## src/verilog/tpg_pkg.sv

```systemverilog
// Constants, register map and carrier types of the timer/pulse generator.
// Assumes a single 125 MHz main clock shared by every user of the package.
package tpg_pkg;

	localparam logic [11:0] TPG_ADDR_MODE = 12'h0f90;
	localparam logic [11:0] TPG_ADDR_MODULO_HIGH = 12'h0f92;
	localparam logic [11:0] TPG_ADDR_MODULO_LOW = 12'h0f94;

	localparam logic [7:0] TPG_MODE_RST = 8'h00;
	localparam logic [7:0] TPG_MODULO_HIGH_RST = 8'h00;
	localparam logic [7:0] TPG_MODULO_LOW_RST = 8'h00;
	// Writable bits of the mode register; bits 6 and 2 read as zero
	localparam logic [7:0] TPG_MODE_WMASK = 8'hbb;
	// Low two bits of the low modulo register read back as zero
	localparam logic [7:0] TPG_MODULO_LOW_RMASK = 8'hfc;

	localparam int TPG_PSC_LSB = 2;
	localparam int TPG_PSC_MSB = 6;
	localparam int TPG_LATCH_W = 14;
	localparam int TPG_FINE_W = 4;
	localparam logic [9:0] TPG_BASE_LAST = 10'h03ff;
	localparam logic [14:0] TPG_SEC_LAST = 15'h7fff;

	typedef struct packed {
		logic pin_oe;
		logic rsv6;
		logic out_sel;
		logic stat_data;
		logic reload_en;
		logic rsv2;
		logic gen_en;
		logic mode_sel;
	} tpg_mode_type;

	typedef struct packed {
		logic wr;
		logic rd;
		logic [11:0] addr;
		logic [7:0] wdata;
	} tpg_req_type;

	// Prescale mask from the one-hot low modulo bits 2..6
	function automatic logic [7:0] tpg_psc_mask(input logic [7:0] modulo_low);
		logic [7:0] m;
		m = 8'hff;
		case (modulo_low[TPG_PSC_MSB:TPG_PSC_LSB])
			5'b00001: m = 8'hff;
			5'b00010: m = 8'h7f;
			5'b00100: m = 8'h3f;
			5'b01000: m = 8'h1f;
			5'b10000: m = 8'h0f;
			default: m = 8'hff;
		endcase
		return m;
	endfunction : tpg_psc_mask

endpackage : tpg_pkg

```

## src/verilog/tpg_top.sv

```systemverilog
// Timer/pulse generator: mode and modulo registers, pin and request flag.
// Assumes register accesses and flag clear are synchronous to mclk.
`timescale 1ns/100ps
`default_nettype none
// Operation
// - Mode select bit 0 gives PWM mode, 1 gives interval timer mode.
// - Enable bit 0 halts the generator; it runs only while 1.
// - Timer mode starts timing on enable rising from 0 to 1.
// - Reload bit 1 copies modulo registers to latch; 0 holds latch.
// - Static data bit sets the latched level shown on static output.
// - Output select 0 drives static latch; 1 drives generated waveform.
// - Pin enable 0 floats the pulse pin; 1 drives it.
// - Reset clears the whole mode register to zero.
// - Timer interval is prescale 256..16 times N+1 clocks.
// - Timer raises request flag each interval and makes a matching square wave.
// - PWM mode raises the request flag every 2^15 clocks.
// - PWM output is active low; low width set by 14-bit latch.
// - PWM mixes a 2^10 basic period with a 2^15 secondary period.
// - Latch takes high modulo as top 8 bits, low modulo[7:2] below.
// - Low modulo bits 1:0 read back undefined; here they read zero.
// - Reload bit can be written alone without touching other bits.
module tpg_top
	import tpg_pkg::*;
(
	input wire logic mclk,
	input wire logic nrst,
	input wire tpg_req_type reg_req,
	input wire logic reload_wr,
	input wire logic reload_wdata,
	input wire logic irq_clr,
	output logic [7:0] rdata,
	output logic pulse_output_pin,
	output logic pulse_output_pin_oe,
	output logic generator_irq_flag
);

	logic rst_meta_q;
	logic rst_q;
	tpg_mode_type mode_q;
	logic [7:0] modulo_high_q;
	logic [7:0] modulo_low_q;
	logic en_prev_q;
	logic tmr_run;
	logic pwm_run;
	logic tmr_start;
	logic tmr_tick;
	logic tmr_sq;
	logic pwm_tick;
	logic pwm_n;
	logic gen_tick;
	logic wave;

	// Reset release through two flops
	always_ff @(posedge mclk or negedge nrst)
	begin
		if (!nrst)
		begin
			rst_meta_q <= 1'b0;
			rst_q <= 1'b0;
		end
		else
		begin
			rst_meta_q <= 1'b1;
			rst_q <= rst_meta_q;
		end
	end

	// Mode register; the reload bit has its own write strobe
	always_ff @(posedge mclk or negedge rst_q)
	begin
		if (!rst_q)
			mode_q <= tpg_mode_type'(TPG_MODE_RST);
		else
		begin
			if (reg_req.wr && reg_req.addr == TPG_ADDR_MODE)
				mode_q <= tpg_mode_type'(reg_req.wdata & TPG_MODE_WMASK);
			if (reload_wr)
				mode_q.reload_en <= reload_wdata;
		end
	end

	always_ff @(posedge mclk or negedge rst_q)
	begin
		if (!rst_q)
		begin
			modulo_high_q <= TPG_MODULO_HIGH_RST;
			modulo_low_q <= TPG_MODULO_LOW_RST;
		end
		else if (reg_req.wr)
		begin
			if (reg_req.addr == TPG_ADDR_MODULO_HIGH)
				modulo_high_q <= reg_req.wdata;
			if (reg_req.addr == TPG_ADDR_MODULO_LOW)
				modulo_low_q <= reg_req.wdata;
		end
	end

	// Read port; unmapped addresses return zero
	always_ff @(posedge mclk or negedge rst_q)
	begin
		if (!rst_q)
			rdata <= 8'h00;
		else if (reg_req.rd)
		begin
			case (reg_req.addr)
				TPG_ADDR_MODE: rdata <= mode_q;
				TPG_ADDR_MODULO_HIGH: rdata <= modulo_high_q;
				TPG_ADDR_MODULO_LOW: rdata <= modulo_low_q & TPG_MODULO_LOW_RMASK;
				default: rdata <= 8'h00;
			endcase
		end
	end

	// Enable edge detect for timer start
	always_ff @(posedge mclk or negedge rst_q)
	begin
		if (!rst_q)
			en_prev_q <= 1'b0;
		else
			en_prev_q <= mode_q.gen_en;
	end

	assign tmr_run = mode_q.gen_en && mode_q.mode_sel;
	assign pwm_run = mode_q.gen_en && !mode_q.mode_sel;
	assign tmr_start = tmr_run && !en_prev_q;

	tpg_interval u_interval (
		.mclk(mclk),
		.rst_n(rst_q),
		.run(tmr_run),
		.start(tmr_start),
		.modulo_low(modulo_low_q),
		.modulo_high(modulo_high_q),
		.tick(tmr_tick),
		.sq(tmr_sq)
	);

	tpg_pwm u_pwm (
		.mclk(mclk),
		.rst_n(rst_q),
		.run(pwm_run),
		.reload_en(mode_q.reload_en),
		.modulo_high(modulo_high_q),
		.modulo_low(modulo_low_q),
		.pwm_n(pwm_n),
		.tick(pwm_tick)
	);

	assign gen_tick = tmr_tick || pwm_tick;
	assign wave = mode_q.mode_sel ? tmr_sq : pwm_n;

	// Request flag: a tick in the clear cycle wins
	always_ff @(posedge mclk or negedge rst_q)
	begin
		if (!rst_q)
			generator_irq_flag <= 1'b0;
		else if (gen_tick)
			generator_irq_flag <= 1'b1;
		else if (irq_clr)
			generator_irq_flag <= 1'b0;
	end

	// Pulse pin and its enable
	always_ff @(posedge mclk or negedge rst_q)
	begin
		if (!rst_q)
		begin
			pulse_output_pin <= 1'b0;
			pulse_output_pin_oe <= 1'b0;
		end
		else
		begin
			pulse_output_pin <= mode_q.out_sel ? wave : mode_q.stat_data;
			pulse_output_pin_oe <= mode_q.pin_oe;
		end
	end

	a_reset_mode_zero: assert property (@(posedge mclk) disable iff (!rst_q)
		$rose(rst_q) |-> mode_q == tpg_mode_type'(TPG_MODE_RST) && !pulse_output_pin_oe)
		else $error("mode register not zero after reset");

	a_halt_no_tick: assert property (@(posedge mclk) disable iff (!rst_q)
		!mode_q.gen_en [*2] |=> !gen_tick)
		else $error("generator ticked while disabled");

	a_static_pin_level: assert property (@(posedge mclk) disable iff (!rst_q)
		!mode_q.out_sel |=> pulse_output_pin == $past(mode_q.stat_data))
		else $error("static level not on pulse pin");

	a_pulse_pin_wave: assert property (@(posedge mclk) disable iff (!rst_q)
		mode_q.out_sel |=> pulse_output_pin == $past(wave))
		else $error("generated waveform not on pulse pin");

	a_pin_enable_follow: assert property (@(posedge mclk) disable iff (!rst_q)
		$changed(mode_q.pin_oe) |=> pulse_output_pin_oe == $past(mode_q.pin_oe))
		else $error("pin enable did not follow mode bit");

	a_irq_set_wins: assert property (@(posedge mclk) disable iff (!rst_q)
		(gen_tick && irq_clr) |=> generator_irq_flag)
		else $error("request flag lost when set and clear met");

	a_reload_bit_alone: assert property (@(posedge mclk) disable iff (!rst_q)
		(reload_wr && !reg_req.wr) |=> mode_q.reload_en == $past(reload_wdata)
			&& {mode_q[7:4], mode_q[2:0]} == $past({mode_q[7:4], mode_q[2:0]}))
		else $error("reload bit write disturbed mode register");

	a_timer_mode_only: assert property (@(posedge mclk) disable iff (!rst_q)
		(!mode_q.mode_sel && !$past(mode_q.mode_sel)) |-> !tmr_tick)
		else $error("timer ticked in pwm mode");

	a_pwm_tick_mode: assert property (@(posedge mclk) disable iff (!rst_q)
		(mode_q.mode_sel && $past(mode_q.mode_sel)) |-> !pwm_tick)
		else $error("pwm ticked in timer mode");

	a_mode_write_mask: assert property (@(posedge mclk) disable iff (!rst_q)
		(reg_req.wr && reg_req.addr == TPG_ADDR_MODE && !reload_wr)
			|=> mode_q == ($past(reg_req.wdata) & TPG_MODE_WMASK))
		else $error("mode register write not taken");

	a_reload_over_write: assert property (@(posedge mclk) disable iff (!rst_q)
		(reg_req.wr && reg_req.addr == TPG_ADDR_MODE && reload_wr)
			|=> mode_q.reload_en == $past(reload_wdata))
		else $error("reload strobe lost against mode write");

	a_mode_hold: assert property (@(posedge mclk) disable iff (!rst_q)
		(!(reg_req.wr && reg_req.addr == TPG_ADDR_MODE) && !reload_wr) |=> $stable(mode_q))
		else $error("mode register changed without a write");

	a_modulo_high_write: assert property (@(posedge mclk) disable iff (!rst_q)
		(reg_req.wr && reg_req.addr == TPG_ADDR_MODULO_HIGH) |=> modulo_high_q == $past(reg_req.wdata))
		else $error("high modulo write not taken");

	a_modulo_low_write: assert property (@(posedge mclk) disable iff (!rst_q)
		(reg_req.wr && reg_req.addr == TPG_ADDR_MODULO_LOW) |=> modulo_low_q == $past(reg_req.wdata))
		else $error("low modulo write not taken");

	a_modulo_hold: assert property (@(posedge mclk) disable iff (!rst_q)
		!(reg_req.wr && (reg_req.addr == TPG_ADDR_MODULO_HIGH || reg_req.addr == TPG_ADDR_MODULO_LOW))
			|=> $stable(modulo_high_q) && $stable(modulo_low_q))
		else $error("modulo register changed without a write");

	a_modulo_low_read_mask: assert property (@(posedge mclk) disable iff (!rst_q)
		(reg_req.rd && reg_req.addr == TPG_ADDR_MODULO_LOW)
			|=> rdata == ($past(modulo_low_q) & TPG_MODULO_LOW_RMASK))
		else $error("low modulo read wrong");

	a_mode_read_back: assert property (@(posedge mclk) disable iff (!rst_q)
		(reg_req.rd && reg_req.addr == TPG_ADDR_MODE) |=> rdata == $past(mode_q))
		else $error("mode register read wrong");

	a_rdata_hold: assert property (@(posedge mclk) disable iff (!rst_q)
		!reg_req.rd |=> $stable(rdata))
		else $error("read data moved without a read");

	a_irq_tick_sets: assert property (@(posedge mclk) disable iff (!rst_q)
		gen_tick |=> generator_irq_flag)
		else $error("request flag not set by tick");

	a_irq_clear_only: assert property (@(posedge mclk) disable iff (!rst_q)
		(irq_clr && !gen_tick) |=> !generator_irq_flag)
		else $error("request flag not cleared");

	a_irq_flag_hold: assert property (@(posedge mclk) disable iff (!rst_q)
		(!gen_tick && !irq_clr) |=> $stable(generator_irq_flag))
		else $error("request flag moved on its own");

	a_timer_start_edge: assert property (@(posedge mclk) disable iff (!rst_q)
		($rose(mode_q.gen_en) && mode_q.mode_sel) |-> tmr_start)
		else $error("timer start missing on enable rise");

	a_pwm_halt_high: assert property (@(posedge mclk) disable iff (!rst_q)
		!pwm_run |=> pwm_n)
		else $error("pwm output active while halted");

	a_square_halt_low: assert property (@(posedge mclk) disable iff (!rst_q)
		!tmr_run |=> !tmr_sq)
		else $error("square wave active while halted");

	a_reset_outputs_idle: assert property (@(posedge mclk) disable iff (!rst_q)
		$rose(rst_q)
			|-> !generator_irq_flag && rdata == 8'h00 && !pulse_output_pin)
		else $error("outputs not idle after reset");

	a_reset_regs_zero: assert property (@(posedge mclk) disable iff (!rst_q)
		$rose(rst_q) |-> modulo_high_q == TPG_MODULO_HIGH_RST && modulo_low_q == TPG_MODULO_LOW_RST)
		else $error("modulo registers not zero after reset");

	a_pin_oe_off: assert property (@(posedge mclk) disable iff (!rst_q)
		!mode_q.pin_oe |=> !pulse_output_pin_oe)
		else $error("pin driven while enable bit clear");

	a_square_on_pin: assert property (@(posedge mclk) disable iff (!rst_q)
		(mode_q.mode_sel && mode_q.out_sel) |=> pulse_output_pin == $past(tmr_sq))
		else $error("square wave not on pulse pin");

	a_pwm_on_pin: assert property (@(posedge mclk) disable iff (!rst_q)
		(!mode_q.mode_sel && mode_q.out_sel) |=> pulse_output_pin == $past(pwm_n))
		else $error("pwm waveform not on pulse pin");

endmodule : tpg_top
`default_nettype wire

```

## src/verilog/tpg_interval.sv

```systemverilog
// Interval timer core: prescaler plus 8-bit modulo counter.
// Assumes run and start come from logic on the same clock.
`timescale 1ns/100ps
`default_nettype none
module tpg_interval
	import tpg_pkg::*;
(
	input wire logic mclk,
	input wire logic rst_n,
	input wire logic run,
	input wire logic start,
	input wire logic [7:0] modulo_low,
	input wire logic [7:0] modulo_high,
	output logic tick,
	output logic sq
);

	logic [7:0] pre_q;
	logic [7:0] cnt_q;
	logic [7:0] mask;
	logic [7:0] half;

	assign mask = tpg_psc_mask(modulo_low);
	assign half = 8'(({1'b0, modulo_high} + 9'h001) >> 1);

	always_ff @(posedge mclk or negedge rst_n)
	begin
		if (!rst_n)
		begin
			pre_q <= 8'h00;
			cnt_q <= 8'h00;
			tick <= 1'b0;
			sq <= 1'b0;
		end
		else if (!run || start)
		begin
			pre_q <= 8'h00;
			cnt_q <= 8'h00;
			tick <= 1'b0;
			sq <= 1'b0;
		end
		else
		begin
			tick <= 1'b0;
			sq <= (cnt_q < half);
			if (pre_q == mask)
			begin
				pre_q <= 8'h00;
				if (cnt_q == modulo_high)
				begin
					cnt_q <= 8'h00;
					tick <= 1'b1;
				end
				else
					cnt_q <= cnt_q + 8'h01;
			end
			else
				pre_q <= pre_q + 8'h01;
		end
	end

	a_timer_start_clear: assert property (@(posedge mclk) disable iff (!rst_n)
		start |=> (pre_q == 8'h00 && cnt_q == 8'h00 && !tick))
		else $error("timer did not restart from zero");

	a_timer_tick_match: assert property (@(posedge mclk) disable iff (!rst_n)
		(run && !start && pre_q == mask && cnt_q == modulo_high) |=> tick && cnt_q == 8'h00)
		else $error("timer interval tick missing at match");

endmodule : tpg_interval
`default_nettype wire

```

## src/verilog/tpg_pwm.sv

```systemverilog
// PWM core: 2^10 basic period, 2^15 secondary period, 14-bit latch.
// Assumes reload_en and run come from logic on the same clock.
`timescale 1ns/100ps
`default_nettype none
module tpg_pwm
	import tpg_pkg::*;
(
	input wire logic mclk,
	input wire logic rst_n,
	input wire logic run,
	input wire logic reload_en,
	input wire logic [7:0] modulo_high,
	input wire logic [7:0] modulo_low,
	output logic pwm_n,
	output logic tick
);

	logic [14:0] cnt_q;
	logic [TPG_LATCH_W-1:0] latch_q;
	logic [10:0] width;
	logic extra;

	function automatic logic [4:0] bitrev5(input logic [4:0] v);
		return {v[0], v[1], v[2], v[3], v[4]};
	endfunction : bitrev5

	// Fine bits spread one extra low cycle over the 32 basic periods
	assign extra = (bitrev5(cnt_q[14:10]) < {latch_q[TPG_FINE_W-1:0], 1'b0});
	assign width = {1'b0, latch_q[TPG_LATCH_W-1:TPG_FINE_W]} + {10'h000, extra};

	always_ff @(posedge mclk or negedge rst_n)
	begin
		if (!rst_n)
			latch_q <= '0;
		else if (reload_en && (!run || cnt_q[9:0] == TPG_BASE_LAST))
			latch_q <= {modulo_high, modulo_low[7:2]};
	end

	always_ff @(posedge mclk or negedge rst_n)
	begin
		if (!rst_n)
		begin
			cnt_q <= 15'h0000;
			pwm_n <= 1'b1;
			tick <= 1'b0;
		end
		else if (!run)
		begin
			cnt_q <= 15'h0000;
			pwm_n <= 1'b1;
			tick <= 1'b0;
		end
		else
		begin
			cnt_q <= cnt_q + 15'h0001;
			pwm_n <= !({1'b0, cnt_q[9:0]} < width);
			tick <= (cnt_q == TPG_SEC_LAST);
		end
	end

	a_latch_hold_off: assert property (@(posedge mclk) disable iff (!rst_n)
		!reload_en |=> $stable(latch_q))
		else $error("modulo latch changed with reload disabled");

	a_latch_boundary: assert property (@(posedge mclk) disable iff (!rst_n)
		$changed(latch_q) |-> cnt_q[9:0] == 10'h000)
		else $error("modulo latch changed inside a basic period");

	a_pwm_irq_period: assert property (@(posedge mclk) disable iff (!rst_n)
		tick |-> cnt_q == 15'h0000 && $past(run))
		else $error("pwm tick not at secondary period end");

	a_pwm_low_start: assert property (@(posedge mclk) disable iff (!rst_n)
		(run && cnt_q[9:0] == 10'h000 && width != 11'h000) |=> !pwm_n)
		else $error("pwm not low at start of basic period");

endmodule : tpg_pwm
`default_nettype wire

```

## config.mk

```make
export PLATFORM = sky130hd
export DESIGN_NAME = tpg_top
export DESIGN_NICKNAME = d
export VERILOG_FILES = /design/src/verilog/tpg_pkg.sv /design/src/verilog/tpg_top.sv /design/src/verilog/tpg_interval.sv /design/src/verilog/tpg_pwm.sv
export SDC_FILE = /design/constraint.sdc
export NUM_CORES = 1
export LEC_CHECK = 0
export ABC_AREA = 1
export BUFFER_PORTS_ARGS = -buffer_cell sky130_fd_sc_hd__buf_2
export CORE_MARGIN = 5
export CORE_UTILIZATION = 51
export CTS_BUF_LIST = sky130_fd_sc_hd__clkbuf_8 sky130_fd_sc_hd__clkbuf_16
export DETAILED_ROUTE_END_ITERATION = 6
export GPL_ROUTABILITY_DRIVEN = 1
export GPL_TIMING_DRIVEN = 0
export PLACE_DENSITY = 0.7
export RECOVER_POWER = 100
export SLEW_MARGIN = 20
export SYNTH_ARGS = -nofsm -noshare
export SYNTH_HDL_FRONTEND = slang
export SYNTH_SLANG_ARGS = --single-unit
```

## constraint.sdc

```tcl
create_clock -name mclk -period 3.7 [get_ports mclk]
set_clock_uncertainty 0.1 [all_clocks]
set_input_delay 0.37 -clock mclk [delete_from_list [all_inputs] [get_ports mclk]]
set_output_delay 0.37 -clock mclk [all_outputs]
set_load 0.005 [all_outputs]
```

# Word-level counts from Yosys, hierarchy flattened
# Index checks and enable logic that the tools add are counted.
[totals]
ff_bits = 85
latch_bits = 0
mem_bits_rw = 0
mem_bits_ro = 0
input_bits = 27
out_inout_bits = 11
word_cells = 80
n_memories = 0
[op_classes]
add_sub_neg = 5
n_mul = 0
div_mod_pow = 0
order_cmp = 3
n_eq_ne = 11
shifts = 0
n_mux = 20
bitwise_logic = 0
n_reduce_logical = 18
[op_table]
columns = ["operator", "count"]
rows = [
  ["8-bit 2-to-1 mux", 5],
  ["12-bit == test (second input constant)", 3],
  ["8-bit one-hot mux with 4 select lines", 1],
  ["8-bit one-hot mux with 3 select lines", 1],
  ["8-bit by 1-bit adder with 8-bit output (second input constant)", 2],
  ["8-bit == test", 2],
  ["15-bit by 1-bit adder with 15-bit output (second input constant)", 1],
  ["15-bit == test (second input constant)", 1],
  ["15-bit 2-to-1 mux", 1],
  ["10-bit by 1-bit adder with 11-bit output", 1],
  ["10-bit by 11-bit < comparator with 1-bit output", 1],
  ["1-bit 2-to-1 mux", 11],
  ["10-bit == test (second input constant)", 1],
  ["8-bit by 1-bit adder with 9-bit output (second input constant)", 1],
  ["8-bit < comparator", 1],
  ["2-bit nonzero test", 3],
  ["5-bit by 2-bit == test with 1-bit output (second input constant)", 1],
  ["5-bit by 3-bit == test with 1-bit output (second input constant)", 1],
  ["5-bit by 4-bit == test with 1-bit output (second input constant)", 1],
  ["5-bit == test (second input constant)", 1],
  ["1-bit logical AND", 5],
  ["1-bit zero test", 5],
  ["5-bit < comparator", 1],
  ["4-bit 2-to-1 mux", 1],
  ["2 further kinds", 5],
]

# Depth between registers and ports, before layout
[depth]
depth_word = 5
mapped_depth = 18

# Hierarchy
# A second synthesis with hierarchy kept.
[hier_totals]
hier_cells = 626
area_unflattened_um2 = 5139.9
[modules_own_cells]
columns = ["module", "n_inst", "cells_each", "area_each_um2", "seq_area_each_um2"]
rows = [
  ["tpg_pwm", 1, 244, 1885.6, 777.0],
  ["tpg_top", 1, 188, 1714.1, 900.9],
  ["tpg_interval", 1, 194, 1540.2, 450.4],
]

# Worst setup path before layout
# No wires, ideal clock.
[synth_timing]
kind = "flip-flop to flip-flop"
start = "register u_pwm.cnt_q[12]"
end = "register u_pwm.pwm_n"
setup_time_ns = 0.088
arrival_ns = 2.609
required_ns = 3.512
path_slack_ns = 0.902
stages_incl_launch_ff = 17
n_path_buf = 0
path_cell_list = "dfrtp_1 -> ha_1 -> o21ai_0 -> nand2_1 -> a21o_1 -> a21oi_1 -> ha_1 -> ha_1 -> nand3_1 -> nor3_1 -> nand2_1 -> xor2_1 -> ha_1 -> a21oi_1 -> o21ai_0 -> nor2_1 -> nand3_1"
[synth_via]
elab_chain_len = 5
[synth_rtl]
columns = ["item", "line_no", "rtl"]
rows = [
  ["start, declared", "tpg_pwm.sv:18", "logic [14:0] cnt_q;"],
  ["start signal, assigned", "tpg_pwm.sv:55", "cnt_q <= cnt_q + 15'h0001;"],
  ["5-bit < comparator", "tpg_pwm.sv:28", "assign extra = (bitrev5(cnt_q[14:10]) < {latch_q[TPG_FINE_W-1:0], 1'b0});"],
  ["10-bit by 1-bit adder with 11-bit output", "tpg_pwm.sv:29", "assign width = {1'b0, latch_q[TPG_LATCH_W-1:TPG_FINE_W]} + {10'h000, extra};"],
  ["10-bit by 11-bit < comparator with 1-bit output", "tpg_pwm.sv:56", "pwm_n <= !({1'b0, cnt_q[9:0]} < width);"],
  ["1-bit zero test", "tpg_pwm.sv:56", ""],
  ["1-bit 2-to-1 mux", "tpg_pwm.sv:47", "else if (!run)"],
  ["end signal, assigned", "tpg_pwm.sv:56", ""],
  ["end, declared", "tpg_pwm.sv:14", "output logic pwm_n,"],
]
# Every way passes these cells.
# A chain may end at the register's enable or synchronous reset.

# Worst setup path after layout
# Ends and elaborated chain as after synthesis.

==> results.md <==
* Peak supply drop at 0.199 mV
* Final setup TNS at 0 ps
* Largest net degree at the start of global routing at 47
* Net switching power of the design at 0.000400 W
* CP startpoint: u_pwm.cnt_q[12]
* Drt first pass iters at 4
* Sequential area share after synthesis at 0.440
* Leak at 2.47 nW
* Syn Nets at 607
* Comb pwr share at 0.042
* #FFs+latches synth at 83
* Max FO, Critical Path at 3
* Period utilization at 0.844
* Largest area contributor in the netlist: dfrtp_1
* Skew-Pair Late Insertion Delay at 350 ps
* Setup bufs post-CTS at 0
* Relative slew margins at -0.213
* Vias in the first global route at 3789
* # DRC at 0
* Tot GR Track Use at 0.189
* CP bufs+invs at 0
* Crit-path cells: ha_1 > o21ai_0 > nand2_1 > a21o_1 > a21oi_1 > ha_1 > ha_1 > nand3_1 > nor3_1 > nand2_1 > xor2_1 > ha_1 > a21oi_1 > o21ai_0 > nor2_1 > nand3_1
* Post-Synth Adder-Cell Area at 0.0662
* Largest cells by area after synthesis: dfrtp_1 43%, nand2_1 8.9%, ha_1 6.6%
* IO Count at 38
* CTS Buf Count at 9
* Core area at 9150 µm²
* Vias/cell at 5.22
* Pwr/cell area at 328 nW/µm²
* Status: complete, but fails checks
* Post-Synth Simple-Gate Area at 0.277
* R2r startpoint: u_pwm.cnt_q[12]
* Setup crit start kind: flip-flop
* Initial antenna violation count at 0
* Min-delay src: irq_clr
* HPWL after DPL at 7490 µm
* Slowest-stage cell, CP: dfrtp_1
* Mapped Area at 4720 µm²
* H-Tree Level Count at 3
* Global-route wire length before repair at 17400 µm
* Compound-Gate Fraction of Synth Area at 0.0874
* DRT iter0 DRCs at 143
* Post-route cell area at 5090 µm²
* Net Sw Frac at 0.240
* Worst-margin pin slew at 1820 ps
* Post_cts resized at 0
* DRT antenna net count at 0
* Total power at 0.00167 W
* Die area at 11300 µm²
* Gate Count Post-Synth at 555
* Failing checks: capacitance limit, slew limit
* GR Overflow Total at 0
* Die W at 106 µm
* Clk network pwr share at 0.402
* Worst Setup Path Type: reg2reg
* Synth warn at 0
* CTS tree: done
* Largest family of logic cells by synthesized area: simple AND/OR/NAND/NOR gates
* Hold Path Class: in2reg
* Syn-to-layout area delta at 7.84%
* Chip Height at 106 µm
* Post-synth top area share at 0.434
* Dpl cell area at 5070 µm²
* Max Freq at 320 MHz
* Sequential share of power at 0.556
* Share of cells above drive strength 1 at 0.105
* Worst path arrival time at 3300 ps
* CTS root buf: clkbuf_8
* Mux cell area share after synthesis at 0
* Initial Util at 0.516
* Final setup fails at 0
* Ys flop type: dfrtp_1
* EDFF count, synth at 0
* Port bufs at 36
* Crit-path leading delay family: adder cells
* Row count at 35
* Layout net count at 656
* Placer Congestion at 0.827
* Int Pwr at 0.00127 W
* Fin crit period at 3120 ps
* Avg Inst Size Synth at 8.51 µm²
* Max Buffers Root-to-Sink at 2
* Crit path top cell by count: ha_1
* ANT cells at 0
* Final Hold Vio Count at 0
* Fin. max-slew vios at 47
* DR WL/cell at 13.7 µm
* Clock sinks at 83
* Max incr delay on CP at 420 ps
* Xor and xnor area share after synthesis at 0.0609
* CTS clock-pin slew for the worst setup and hold paths at 90 ps
* Drt total wl at 9850 µm
* Critical Path RT at 3880 ps
* Ys async rst share at 1.00
* DR vias at 3757
* Unique masters post-synth at 43
* RSZ-0062 raised after global routing: false
* Critical Path End Type: flip-flop
* Max_cap viols at 1
==> path summary, 6_finish.rpt <==
check                                           to  slack (ps)  cells after the start
worst max-delay path                   u_pwm.pwm_n         580                     16
worst min-delay path            generator_irq_flag         120                      2
worst max register to register         u_pwm.pwm_n         580                     16
worst min register to register               rst_q         260                      0
max in group asynchronous                mode_q[4]        1130                      1
min in group asynchronous                    rst_q         220                      2
==> cell usage after synthesis, drive strengths merged (6+ instances only) <==
library cell and n:
buf 8, dfrtp 82, nor3 11, xnor2 8, nand2 117, xor2 24, clkbuf 6, a21oi 22
ha 25, inv 63, nand3 56, nor2 52, nand4 16, o21ai 41
==> timing repair <==
action,4_1_cts,5_1_grt
hold buffers,1,0
hold endpoints to repair,2,0
endpoints found under the setup margin,0,0
==> metal layers <==
metal / track usage / vias up / wire (µm)
li1: - / 1924 / -
met1: 0.247 / 1752 / 4610
met2: 0.310 / 66 / 4710
met3: 0.0334 / 15 / 338
met4: 0.0759 / 0 / 189
met5: 0 / - / 0
==> placed cells by master, fill, tap and decap left out, types with 3 or more instances in the layout <==
master    Yosys  routed
clkbuf_8      0      10
buf_2         5      31
clkbuf_1      4      17
nand3b_1      5       5
nor3_1        9      11
nor2_1       47      49
a21oi_1      21      21
clkbuf_2      2       3
o21ai_0      18      33
nand2_1     112     115
dfrtp_1      82      82
xnor2_1       8       8
ha_1         25      25
o21ai_1      15       6
inv_1        61      63
xor2_1       23      24
nand4_1      14      15
nand3_1      53      55
==> state kept, by name (all words and copies together), names as in the netlist, 6 cells and up <==
register,count
rdata,8
modulo_low_q,6
modulo_high_q,8
u_pwm.cnt_q,15
u_interval.pre_q,8
u_interval.cnt_q,8
u_pwm.latch_q,14
mode_q,6
==> cell type report <==
type                    instances  area [µm²]
inverters                      63         236
well taps                     111         139
flip-flops and latches         83        2080
fillers                       863        4060
multi-input cells             395        2190
plain buffers                  14        58.8
clock buffers                  10         138
repair buffers                 38         185
clock inverters                 6        66.3
==> power by group through the flow <==
stage,Combinational (W),Clock (W),Sequential [W]
CTS,0.0000830,0.000684,0.000930
floorplan,0.0000464,0,0.000948
global placement,0.0000691,0,0.000954
global route,0.0000827,0.000730,0.000931
finish,0.0000703,0.000672,0.000928
detailed placement,0.0000821,0,0.000948
==> cells by family (layout without fill, tap and decap cells) <==
kind of cell             count (synthesis)  after routing
buffers and inverters                   77            131
XOR/XNOR                                32             32
other                                    1              1
AO/OA/AOI/OAI                           72             72
adder cells (fa/ha/maj)                 25             25
flip-flops                              83             83
AND/OR/NAND/NOR                        265            265
==> metrics by stage <==
step / hold WS (ps) / setup WS, ps / utilization / cells
finish: 117 / 578 / 0.557 / 720
global route: 97.5 / 146 / 0.557 / 720
CTS: 112 / 519 / 0.577 / 720
detailed placement: 56.5 / 527 / 0.554 / 703
global placement: 54.8 / 202 / 0.551 / 702
floorplan: -25.6 / 902 / - / 555
Note: power is estimated with default switching activity, not from simulation.
